**src/logic/sptpio_pkg.sv**
```systemverilog
/*
 * Constants and types for the serial port timers and receive pin I/O block.
 * Assumes a single 10 MHz core clock and a word-wide plain register port.
 */
package sptpio_pkg;

    localparam int          ADDR_W        = 8;
    localparam int          DATA_W        = 32;
    localparam int          CLOCK_NS      = 100;

    // Register byte addresses
    localparam logic [7:0]  OFS_PIN_CTL   = 8'h00;
    localparam logic [7:0]  OFS_TIMER_CTL = 8'h04;
    localparam logic [7:0]  OFS_TX_PERIOD = 8'h08;
    localparam logic [7:0]  OFS_RX_PERIOD = 8'h0c;
    localparam logic [7:0]  OFS_TX_COUNT  = 8'h10;
    localparam logic [7:0]  OFS_RX_COUNT  = 8'h14;
    localparam logic [7:0]  OFS_GLOBAL    = 8'h18;
    localparam logic [7:0]  OFS_IRQ_STAT  = 8'h1c;
    localparam logic [7:0]  OFS_IRQ_MASK  = 8'h20;

    // Pin control: pin k occupies bits 4k..4k+3 (0 clock, 1 data, 2 sync)
    localparam int          PIN_STRIDE    = 4;
    localparam int          PIN_FUNC      = 0;
    localparam int          PIN_DIR       = 1;
    localparam int          PIN_OUT       = 2;
    localparam int          PIN_IN        = 3;

    // Timer control: timer i occupies bits 6i..6i+5 (0 transmit, 1 receive)
    localparam int          TIM_STRIDE    = 6;
    localparam int          TIM_RESTART   = 0;
    localparam int          TIM_RUN       = 1;
    localparam int          TIM_WAVE      = 2;
    localparam int          TIM_SOURCE    = 3;
    localparam int          TIM_FLAG      = 5;

    // Global control bits kept locally
    localparam int          GLB_RX_CLK_POL = 13;
    localparam int          GLB_TX_IRQ_EN  = 22;
    localparam int          GLB_RX_IRQ_EN  = 24;

    // Reset values
    localparam logic [2:0]  PIN_FIELD_RST = 3'h0;
    localparam logic [31:0] PERIOD_RST    = 32'h0;
    localparam logic [31:0] COUNT_RST     = 32'h0;
    localparam logic [1:0]  IRQ_BITS_RST  = 2'h0;

    localparam int          SYNC_STAGES   = 3;

    typedef struct packed {
        logic run;
        logic wave;
        logic source;
    } sptpio_timer_cfg_t;

    localparam sptpio_timer_cfg_t TIMER_CFG_RST = '{run: 1'b0, wave: 1'b0, source: 1'b0};

endpackage : sptpio_pkg

```
**src/logic/sptpio_top.sv**
```systemverilog
/*
 * Serial port auxiliary logic: transmit and receive timers with interrupt
 * signalling, and the three receive-side pins as serial or general I/O.
 * Assumes the serial core supplies its own pin drives and word interrupts,
 * and that pins and the transmit clock pin are asynchronous to clock.
 */
// Design decisions made here: the register offsets and the plain strobed port.
`timescale 1ns/10ps

module sptpio_top
    import sptpio_pkg::*;
(
    input  wire logic              clock,
    input  wire logic              reset,
    input  wire logic [ADDR_W-1:0] address,
    input  wire logic [DATA_W-1:0] writeData,
    input  wire logic              writeStrobe,
    input  wire logic              readStrobe,
    output logic      [DATA_W-1:0] readData,
    input  wire logic [2:0]        pinIn,
    output logic      [2:0]        pinOut,
    output logic      [2:0]        pinOe,
    input  wire logic              transmitClockPinIn,
    input  wire logic [2:0]        serialOut,
    input  wire logic [2:0]        serialOe,
    output logic      [2:0]        serialIn,
    input  wire logic              txWordIrq,
    input  wire logic              rxWordIrq,
    output logic                   txTimerOut,
    output logic                   rxTimerOut,
    output logic                   txCpuIrq,
    output logic                   rxCpuIrq,
    output logic                   irq
);

    function automatic logic [DATA_W-1:0] timerCtlWord(input logic [1:0] goBits,
                                                       input sptpio_timer_cfg_t c0,
                                                       input sptpio_timer_cfg_t c1,
                                                       input logic [1:0] flags);
        logic [DATA_W-1:0] w;
        w = '0;
        w[TIM_RESTART]             = goBits[0];
        w[TIM_RUN]                 = c0.run;
        w[TIM_WAVE]                = c0.wave;
        w[TIM_SOURCE]              = c0.source;
        w[TIM_FLAG]                = flags[0];
        w[TIM_STRIDE+TIM_RESTART]  = goBits[1];
        w[TIM_STRIDE+TIM_RUN]      = c1.run;
        w[TIM_STRIDE+TIM_WAVE]     = c1.wave;
        w[TIM_STRIDE+TIM_SOURCE]   = c1.source;
        w[TIM_STRIDE+TIM_FLAG]     = flags[1];
        return w;
    endfunction : timerCtlWord

    function automatic logic hit(input logic [ADDR_W-1:0] a, input logic [ADDR_W-1:0] ofs);
        return a == ofs;
    endfunction : hit

    logic [2:0]              pinFunc, pinDir, pinOutVal;
    logic [3:0]              sync1, sync2, sync3, pinStable, pinStablePrev;
    logic [1:0]              go, prescale, irqEnable, irqStatus, irqMask, wrCount;
    logic [1:0]              flag, flagPrev, tick, extRise, periodEnd, flagRise;
    sptpio_timer_cfg_t       cfg [2];
    logic [DATA_W-1:0]       period [2], count [2];
    logic                    rxClkPolarity;
    logic                    wrTimerCtl;
    logic [DATA_W-1:0]       next_readData;

    assign wrTimerCtl = writeStrobe && hit(address, OFS_TIMER_CTL);
    assign wrCount[0] = writeStrobe && hit(address, OFS_TX_COUNT);
    assign wrCount[1] = writeStrobe && hit(address, OFS_RX_COUNT);

    // Pin control register
    always_ff @(posedge clock or posedge reset)
    begin
        if (reset)
        begin
            pinFunc   <= PIN_FIELD_RST;
            pinDir    <= PIN_FIELD_RST;
            pinOutVal <= PIN_FIELD_RST;
        end
        else if (writeStrobe && hit(address, OFS_PIN_CTL))
        begin
            for (int k = 0; k < 3; k++)
            begin
                pinFunc[k]   <= writeData[PIN_STRIDE*k+PIN_FUNC];
                pinDir[k]    <= writeData[PIN_STRIDE*k+PIN_DIR];
                pinOutVal[k] <= writeData[PIN_STRIDE*k+PIN_OUT];
            end
        end
    end

    // Three-stage input synchroniser; a change counts once stages two and three agree
    always_ff @(posedge clock or posedge reset)
    begin
        if (reset)
        begin
            {sync1, sync2, sync3, pinStable, pinStablePrev} <= '0;
        end
        else
        begin
            sync1         <= {transmitClockPinIn, pinIn};
            sync2         <= sync1;
            sync3         <= sync2;
            pinStable     <= (sync2 ~^ sync3) & sync3 | ~(sync2 ~^ sync3) & pinStable;
            pinStablePrev <= pinStable;
        end
    end

    // Pin drivers: general I/O or serial core
    always_ff @(posedge clock or posedge reset)
    begin
        if (reset)
        begin
            {pinOut, pinOe, serialIn} <= '0;
        end
        else
        begin
            for (int k = 0; k < 3; k++)
            begin
                pinOut[k] <= pinFunc[k] ? serialOut[k] : pinOutVal[k];
                pinOe[k]  <= pinFunc[k] ? serialOe[k] : pinDir[k];
            end
            serialIn <= pinStable[2:0];
        end
    end

    // Global enables and polarity
    always_ff @(posedge clock or posedge reset)
    begin
        if (reset)
        begin
            irqEnable     <= IRQ_BITS_RST;
            rxClkPolarity <= 1'b0;
        end
        else if (writeStrobe && hit(address, OFS_GLOBAL))
        begin
            irqEnable     <= {writeData[GLB_RX_IRQ_EN], writeData[GLB_TX_IRQ_EN]};
            rxClkPolarity <= writeData[GLB_RX_CLK_POL];
        end
    end

    // Timer clock ticks; internal source is half the core clock
    assign extRise[0] = pinStable[3] & ~pinStablePrev[3];
    assign extRise[1] = pinStable[0] & ~pinStablePrev[0];

    always_comb
    begin
        for (int i = 0; i < 2; i++)
        begin
            tick[i]      = cfg[i].run && (cfg[i].source ? prescale[i] : extRise[i]);
            periodEnd[i] = tick[i] && !go[i] && (count[i] == period[i]);
        end
    end

    // Timer control bits
    always_ff @(posedge clock or posedge reset)
    begin
        if (reset)
        begin
            go     <= '0;
            cfg[0] <= TIMER_CFG_RST;
            cfg[1] <= TIMER_CFG_RST;
        end
        else
        begin
            for (int i = 0; i < 2; i++)
            begin
                // A fresh write of one beats the self-clear
                if (wrTimerCtl && writeData[TIM_STRIDE*i+TIM_RESTART])
                    go[i] <= 1'b1;
                else if (tick[i] && go[i])
                    go[i] <= 1'b0;
                if (wrTimerCtl)
                begin
                    cfg[i].run    <= writeData[TIM_STRIDE*i+TIM_RUN];
                    cfg[i].wave   <= writeData[TIM_STRIDE*i+TIM_WAVE];
                    cfg[i].source <= writeData[TIM_STRIDE*i+TIM_SOURCE];
                end
            end
        end
    end

    // Period registers
    always_ff @(posedge clock or posedge reset)
    begin
        if (reset)
        begin
            period[0] <= PERIOD_RST;
            period[1] <= PERIOD_RST;
        end
        else
        begin
            if (writeStrobe && hit(address, OFS_TX_PERIOD))
                period[0] <= writeData;
            if (writeStrobe && hit(address, OFS_RX_PERIOD))
                period[1] <= writeData;
        end
    end

    // Counters and prescalers; both stand still while held
    always_ff @(posedge clock or posedge reset)
    begin
        if (reset)
        begin
            count[0] <= COUNT_RST;
            count[1] <= COUNT_RST;
            prescale <= '0;
        end
        else
        begin
            for (int i = 0; i < 2; i++)
            begin
                if (cfg[i].run && cfg[i].source)
                    prescale[i] <= ~prescale[i];
                if (wrCount[i])
                    count[i] <= writeData;
                else if (tick[i] && (go[i] || periodEnd[i]))
                    count[i] <= COUNT_RST;
                else if (tick[i])
                    count[i] <= count[i] + 32'h1;
            end
        end
    end

    // Status flags and timer outputs
    always_ff @(posedge clock or posedge reset)
    begin
        if (reset)
        begin
            {flag, flagPrev, txTimerOut, rxTimerOut} <= '0;
        end
        else
        begin
            for (int i = 0; i < 2; i++)
            begin
                if (cfg[i].wave)
                    flag[i] <= flag[i] ^ periodEnd[i];
                else
                    flag[i] <= periodEnd[i];
            end
            flagPrev   <= flag;
            txTimerOut <= cfg[0].wave ? flag[0] ^ periodEnd[0] : periodEnd[0];
            // Pin level may be inverted; the status flag never is
            rxTimerOut <= (cfg[1].wave ? flag[1] ^ periodEnd[1] : periodEnd[1]) ^ rxClkPolarity;
        end
    end

    assign flagRise = flag & ~flagPrev;

    // Interrupt status, mask and request lines
    always_ff @(posedge clock or posedge reset)
    begin
        if (reset)
        begin
            irqStatus <= IRQ_BITS_RST;
            irqMask   <= IRQ_BITS_RST;
            {txCpuIrq, rxCpuIrq, irq} <= '0;
        end
        else
        begin
            if (writeStrobe && hit(address, OFS_IRQ_MASK))
                irqMask <= writeData[1:0];
            // Set wins over a write-one clear in the same cycle
            if (writeStrobe && hit(address, OFS_IRQ_STAT))
                irqStatus <= (irqStatus & ~writeData[1:0]) | flagRise;
            else
                irqStatus <= irqStatus | flagRise;
            txCpuIrq <= (flagRise[0] && irqEnable[0]) || txWordIrq;
            rxCpuIrq <= (flagRise[1] && irqEnable[1]) || rxWordIrq;
            irq      <= |(irqStatus & irqMask);
        end
    end

    // Read mux; data stand one cycle after the strobe
    always_comb
    begin
        next_readData = '0;
        if (readStrobe)
        begin
            case (address)
                OFS_PIN_CTL:
                begin
                    for (int k = 0; k < 3; k++)
                    begin
                        next_readData[PIN_STRIDE*k+PIN_FUNC] = pinFunc[k];
                        next_readData[PIN_STRIDE*k+PIN_DIR]  = pinDir[k];
                        next_readData[PIN_STRIDE*k+PIN_OUT]  = pinOutVal[k];
                        next_readData[PIN_STRIDE*k+PIN_IN]   = pinStable[k];
                    end
                end
                OFS_TIMER_CTL: next_readData = timerCtlWord(go, cfg[0], cfg[1], flag);
                OFS_TX_PERIOD: next_readData = period[0];
                OFS_RX_PERIOD: next_readData = period[1];
                OFS_TX_COUNT:  next_readData = count[0];
                OFS_RX_COUNT:  next_readData = count[1];
                OFS_GLOBAL:
                begin
                    next_readData[GLB_TX_IRQ_EN]  = irqEnable[0];
                    next_readData[GLB_RX_IRQ_EN]  = irqEnable[1];
                    next_readData[GLB_RX_CLK_POL] = rxClkPolarity;
                end
                OFS_IRQ_STAT:  next_readData[1:0] = irqStatus;
                OFS_IRQ_MASK:  next_readData[1:0] = irqMask;
                default:       next_readData = '0;
            endcase
        end
    end

    always_ff @(posedge clock or posedge reset)
    begin
        if (reset)
            readData <= '0;
        else
            readData <= next_readData;
    end
endmodule : sptpio_top

```
**config.mk**
```make
export PLATFORM = sky130hd
export DESIGN_NAME = sptpio_top
export DESIGN_NICKNAME = d
export VERILOG_FILES = /design/src/logic/sptpio_pkg.sv /design/src/logic/sptpio_top.sv
export SDC_FILE = /design/constraint.sdc
export NUM_CORES = 1
export LEC_CHECK = 0
export BUFFER_PORTS_ARGS = -buffer_cell sky130_fd_sc_hd__buf_2
export CAP_MARGIN = 10
export CORE_UTILIZATION = 54
export CTS_BUF_LIST = sky130_fd_sc_hd__clkbuf_16
export CTS_CLUSTER_SIZE = 20
export DETAILED_ROUTE_END_ITERATION = 6
export PLACE_DENSITY = 0.76
export SLEW_MARGIN = 20
export SYNTH_ARGS = -nofsm -noshare
export SYNTH_HDL_FRONTEND = slang
export SYNTH_SLANG_ARGS = --single-unit
```
**constraint.sdc**
```tcl
create_clock -name clock -period 6.5 [get_ports clock]
set_clock_uncertainty 0.05 [all_clocks]
set_input_delay 0.65 -clock clock [delete_from_list [all_inputs] [get_ports clock]]
set_output_delay 0.65 -clock clock [all_outputs]
set_load 0.01 [all_outputs]
```
---- Yosys cells after proc, flatten, opt, wreduce, memory -nomap -nowiden ----
Cells that the tools add are included.
storage, ports and cells
  flip-flop bits (word level) ............. 224
  input port bits ......................... 56
  word-level logic and storage cells ...... 138
cells by class
  reductions and logical operators ........ 37
  bitwise gates (word level) .............. 21
  $add $sub $neg .......................... 2
  equal/unequal tests ..................... 10
  mux-type cells .......................... 31
operator list
  cell                                                 number
  two-way mux 32 bit                                   7
  adder 32 x 1 -> 32 bit, second input constant        2
  equality test 32 bit                                 2
  case mux 10 bit (6 select lines)                     1
  equality test 8 x 5 -> 1 bit, second input constant  4
  case mux 8 bit (4 select lines)                      1
  case mux 7 bit (4 select lines)                      1
  logical AND 1 bit                                    25
  equality test 8 x 4 -> 1 bit, second input constant  2
  case mux 2 bit (8 select lines)                      1
  case mux 1 bit (5 select lines)                      3
  two-way mux 1 bit                                    14
  AND 4 bit                                            2
  equality test 8 x 3 -> 1 bit, second input constant  1
  equality test 8 x 6 -> 1 bit, second input constant  1
  zero test 8 bit                                      1
  case mux 1 bit (4 select lines)                      2
  AND 2 bit                                            3
  nonzero test 3 bit                                   2
  logical OR 1 bit                                     4
  NOT 1 bit                                            4
  NOT 2 bit                                            2
  NOT 4 bit                                            1
  OR 2 bit                                             2
  8 further kinds                                      13

---- Depth between registers and ports, before layout ----
Gate-level depths: netlist (run 1).
  word-level depth ........................ 10
  gate-level depth with buffers ........... 8

---- Worst setup path before layout (run 1) ----
Ideal clock, no wire load.
  kind .................................... input to register
  from .................................... input port address[2]
  to ...................................... register count[23] in the netlist's numbering
  library setup time ...................... 0.065 ns
  arrival time ............................ 2.079 ns
  stages on the path ...................... 8
  setup slack ............................. 4.306 ns
  path buffers ............................ 2
  cells stage by stage .................... clkbuf_1 -> and2_1 -> and3_1 -> clkbuf_1 -> or4_1 -> a211oi_1 -> a311oi_1 -> nand2_1
on the way
  longest elaborated chain between the ends .. 3
  elaborated cells between the ends (all ways) .. 4
RTL lines
  item                                                                RTL line           source
  from (decl)                                                         sptpio_top.sv:15   input wire logic [ADDR_W-1:0] address,
  equality test 8 x 5 -> 1 bit (*)                                    sptpio_top.sv:56   return a == ofs;
  logical AND 1 bit (*)                                               sptpio_top.sv:71   assign wrCount[1] = writeStrobe && hit(address, OFS_RX_COUNT);
  nonzero test 3 bit (no line) or two-way mux 32 bit (tied branches)  -
  to (signal, indexed assignment)                                     sptpio_top.sv:217  count[i] <= writeData;
  to (signal, indexed assignment)                                     sptpio_top.sv:221  count[i] <= count[i] + 32'h1;
  to (decl)                                                           sptpio_top.sv:64   logic [DATA_W-1:0] period [2], count [2];
Mark *: on every way between the ends. The rest lies on a longest branch, timed or not.
A chain may end at the register's enable or synchronous reset.

---- Final worst setup path (run 1) ----
  from .................................... register count[0] in the netlist's numbering
  to ...................................... register count[15] in the netlist's numbering
on the way
  longest elaborated chain between the ends .. 6
  elaborated cells between the ends (all ways) .. 9
RTL lines
  item
  parallel branches: the longest is 6 deep, another holds adder 32 x 1 -> 32 bit
Parallel ways; which one is timed is not known. The select of a mux whose other input is x is not followed.

==> results.tsv, run 1 <==
metric	value	unit
drive_above_1_share	21.34	%
cp_max_fo	33	
grt_max_degree	180	
setup_ws	3.400	ns
fp.dieH	148.6	µm
grtUsageTotal	32.11	%
io_pins	102	
pre_cts_slack	3.151	ns
hold_violations	0	
ys_types	64	
antenna_found_initial	0	
setup_viol	0	
cts_resized	0	
yosysWarningCount	0	
numCtsBuffers	24	
syn_avg_cell_area	10.24	µm²
period_minus_slack	3.100	ns
hold_path_end	sync1[0]	
cp-start-kind	register	
synthesis.area	11610	µm²
vias	9917	
cts_buffer_depth	3	
post-route-period-util	47.70	%
synth_edf_count	0	
io_buffers	101	
top_usage_layer	met2	
synth.area.top_cells	dfrtp_1 (47%), mux2_2 (8.7%), xnor2_1 (5.1%)	
critPathArrivalTime	3.42	ns
clock.fmax	322.6	MHz
utilization	62.01	%
cts_hold_buf	0	
endpoint_kind	register	
r2r_slack	3.40	ns
die_w	148.6	µm
fin_nets	1250	
min_path_type	in -> reg	
worstHoldPathCells	1	
place_hpwl	24130	µm
hold_slack	0.1861	ns
setup_tns	0	ns
synth_top_area_share	47.41	%
slew_headroom	24.52	%
die_area	22090	µm²
postSynthCellCount	1134	
ys_async_sr_fraction	100.0	%
core-area	21020	µm²
use_met1	45.27	%
clk_pin_slew_worst_paths	0.06	ns
syn_nets	1192	
std_cell_rows	53	
synth_compound_area_share	14.50	%
cts_setup_buffers	0	
vias_per_cell	6.683	
r2r_cells	7	
r2r_start	count[0]	
cts.sinks	220	
gr-usage-met3	5.307	%
synth_xor_area_share	6.261	%
synth_simple_gate_area_share	16.80	%
htree_levels	1	
final-max-slew-violation-count	0	
grt_use_met2	49.16	%
stdcell_area	13040	µm²
ys_seq_area_share	47.41	%
gp_congestion	0.9162	
peakVddDrop	0.0001704	V
reg2reg_to	count[15]	
p_leak	0.005624	µW
synth_top_family_by_area	simple AND/OR/NAND/NOR gates	
root_buffer	clkbuf_16	
outcome	complete, no violations	
wl_per_cell	23.60	µm
drc	0	
post_dp_cell_area	12260	µm²
grt_pass1_wl	54030	µm
rsz0062_at_grt	false	
ys_seq_elements	220	
drtAntennaViolNets	0	
synthMuxAreaShare	10.97	%
crit_required	6.82	ns
grt-ovfl-total	0	
crit_type	reg -> reg	
drtIter0Drc	1315	
insertion_delay	0.52	ns
initial_core_util	55.23	%
grt_pass1_vias	9356	
dr.pass1.iters	7	
antenna_cells	0	
tightest_slew	1.129	ns
p_per_area	252.4	nW/µm²
totalWireLength	35020	µm
yosysTopAreaCell	dfrtp_1	
cts_tree	done	
synthToLayoutAreaGrowth	12.27	%
synthAdderAreaFrac	0.5603	%
synth-main-ff-cell	dfrtp_1	
max_cap_violations	0	
hp-start	pinIn[0]	
-- registers in the layout, summed over array words and instances, names as in the netlist, 4 cells and up, named ones only --
name	flops
cfg	6
count	64
period	64
readData	32
sync1	4
sync2	4
sync3	4
-- metrics by stage --
step	power, µW	cells
after floorplan	1793	1134
after global placement	1924	1441
after CTS	3293	1484
final	3290	1484
after global routing	3400	1484
after detailed placement	1936	1441
-- routing by layer --
| metal | up-vias | wire (µm) |
|---|---|---|
| met3 | 91 | 3556 |
| met1 | 4897 | 14160 |
| met4 | 0 | 1399 |
| li1 | 4336 | - |
| met5 | - | 0 |
| met2 | 593 | 15900 |
-- placed cells by master (no fill, tap or decap), types with 15 or more instances in the layout --
master	instances
buf_2	101
a222oi_1	26
a22o_1	19
nand3_1	29
nor2_1	96
mux2_2	90
clkbuf_16	25
nand4_1	38
nor4_1	24
xnor2_1	68
mux2i_1	26
nor3_1	17
a31oi_1	19
xor2_1	15
o21ai_0	46
dfrtp_1	220
a21oi_1	62
a211oi_1	16
buf_4	17
nand2_1	66
and3_1	25
-- layout make-up --
| type | instances | area [µm²] |
|---|---|---|
| fill | 1696 | 7985 |
| multi-input combinational | 817 | 5714 |
| timing repair buffer | 119 | 653.1 |
| sequential | 220 | 5505 |
| clock buffer | 25 | 625.6 |
| clock inverter | 18 | 152.6 |
| inverter | 10 | 41.29 |
| tap | 275 | 344.1 |
-- critical path, cell delays in order, from the launching register on --
cell and delay (ns):
dfrtp_1 0.49, xnor2_1 0.33, nand4_1 0.17, nor4_1 0.39
buf_4 0.27, nand2_1 0.68, a311oi_1 0.48, a311oi_1 0.07
-- how the worst max path moves through the flow --
| stage | endpoint | startpoint |
|---|---|---|
| detailed placement | count[37] | address[5] |
| finish | count[15] | count[0] |
| CTS | count[15] | count[0] |
| global route | count[15] | count[0] |
| floorplan | asynchronous set/reset pin | reset |
| global placement | count[53] | address[5] |
-- report_power, final --
group	internal [µW]	switching [µW]	total, µW
logic	156	218	374
clock network	809	554	1360
registers	1440	113	1550
-- Yosys cell counts, types with 5 or more instances --
cell and n:
mux2i_1 26, buf_1 7, a22o_1 19, o22ai_1 9
buf_2 24, a311oi_1 8, nand4_1 38, xor2_1 15
and3b_1 11, a21oi_1 62, a222oi_1 26, a41oi_1 5
a211oi_1 16, clkbuf_1 53, nand3_1 29, nor4_1 24
and4_1 7, a221oi_1 6, o21a_1 8, a31oi_1 20
mux2_2 90, inv_1 9, nor3b_1 5, and3_1 25
nand4b_1 10, dfrtp_1 220, nor2_1 96, o21ai_0 46
xnor2_1 68, nand2_1 66, and2_1 9, nor3_1 17
-- cell families (layout without fill, tap and decap cells) --
logic type	count (synthesis)	in the layout
AOI/OAI and AO/OA	248	248
xor gates and xnor gates	83	83
adders and majority gates	6	6
buffers and inverters	97	172
DFF	220	220
muxes	116	116
and+or+nand+nor	364	364
No activity file was read; power rests on OpenSTA's default activity.
==> run 2: changes to the inputs <==
Clock period 6.5 ns to 2.7 ns, I/O delays scaled along.
==> run 2 against run 1 <==
- hold slack lost 0.16 ns
- critical endpoint is now count[41]
- largest power group unchanged
- non-clock buffer count grew 62
- largest cell class unchanged
- critical path depth is the same
- highest routed layer unchanged
==> results.tsv, run 2 (synthesized netlist as in run 1, its figures left out) <==
metric	value	unit
io_pins	102	
endpoint_kind	register	
stdcell_area	13630	µm²
slew_headroom	55.82	%
r2r_slack	0.24	ns
hold_path_end	count[61]	
vias_per_cell	6.628	
wl_per_cell	24.07	µm
totalWireLength	37290	µm
period_minus_slack	2.462	ns
place_hpwl	26150	µm
drtAntennaViolNets	0	
die_w	148.6	µm
numCtsBuffers	25	
fin_nets	1313	
hp-start	writeData[29]	
grtUsageTotal	34.22	%
final_common_cell	dfrtp_1	
r2r_start	count[33]	
core-area	21020	µm²
n_fill_cell	1639	
io_buffers	101	
top_regs	count x64, period x64, readData x32	
insertion_delay	0.52	ns
critPathArrivalTime	2.79	ns
power	8137	µW
rsz0062_at_grt	false	
gp_congestion	0.9609	
crit_required	3.02	ns
cts_setup_buffers	0	
cts_buffer_depth	3	
cp_max_fo	10	
grt-ovfl-total	0	
htree_levels	1	
max_cap_violations	0	
std_cell_rows	53	
cp-start-kind	register	
outcome	complete, no violations	
setup_viol	0	
drc	0	
synthToLayoutAreaGrowth	17.36	%
drive_above_1_share	24.19	%
grt_pass1_vias	9663	
tightest_slew	0.6627	ns
drtIter0Drc	1169	
cts_tree	done	
fp.dieH	148.6	µm
r2r_cells	7	
grt_max_degree	70	
post_dp_cell_area	12660	µm²
hold_violations	0	
reg2reg_to	count[41]	
initial_core_util	55.23	%
clock.fmax	406.1	MHz
min_path_type	in -> reg	
clk_pin_slew_worst_paths	0.06	ns
hold_slack	0.02823	ns
cts_hold_buf	14	
post-route-period-util	91.20	%
cts.sinks	220	
p_per_area	597.1	nW/µm²
crit_type	reg -> reg	
antenna_found_initial	0	
p_leak	0.005935	µW
worstHoldPathCells	3	
peakVddDrop	0.0003309	V
final-max-slew-violation-count	0	
final_cell_mix	dfrtp_1 (220), buf_2 (101), nor2_1 (96)	
dr.pass1.iters	7	
die_area	22090	µm²
grt_pass1_wl	57410	µm
cts_resized	0	
vias	10270	
root_buffer	clkbuf_16	
[run 2: how the worst max path moves through the flow]
stage	startpoint	end	slack, ns
6_report	count[33]	count[41]	0.24
2_1_floorplan	reset	asynchronous set/reset pin	-0.49
3_3_place_gp	count[33]	flag[0]	0.34
3_5_place_dp	count[33]	flag[0]	0.34
4_1_cts	count[33]	flag[0]	0.31
5_1_grt	count[33]	count[36]	0.14
[run 2: power by group]
group          internal (µW)  switching (µW)
Combinational            421             556
Sequential              3470             249
Clock                   2060            1390
[run 2: routing by layer]
metal | vias up | wire length [µm] | global-route usage [%]
met3 | 98 | 3737 | 5.429
li1 | 4465 | - | -
met4 | 0 | 1027 | 10.88
met5 | - | 0 | 0
met2 | 640 | 17350 | 52.90
met1 | 5063 | 15180 | 49.29
[run 2: area by class of cell]
type	instances	area [µm²]	area share (%)
Timing Repair Buffer	181	1204	8.833
Multi-Input combinational cell	817	5710	41.91
Sequential cell	220	5505	40.40
Clock inverter	20	193.9	1.423
Clock buffer	25	625.6	4.591
Antenna cell	1	2.502	0.01836
Tap cell	275	344.1	2.525
Inverter	10	41.29	0.3030
[run 2: worst max-delay path, cell delays in order (launching register included)]
cell     delay, ns
dfrtp_1       0.44
xnor2_1       0.40
nand4_1       0.16
nor4_1        0.32
buf_4         0.19
a21oi_1       0.16
o21ai_2       0.43
o21ai_0       0.17
[run 2: through the flow]
stage | std cells | setup TNS, ns | worst slack, ns | utilization (%)
after CTS | 1548 | 0 | 0.3051 | 64.81
after floorplan | 1134 | -107.38 | -0.4881 | -
final | 1549 | 0 | 0.2377 | 64.82
after global routing | 1548 | 0 | 0.1350 | 64.81
after global placement | 1489 | 0 | 0.3425 | 60.25
after detailed placement | 1489 | 0 | 0.3400 | 60.25
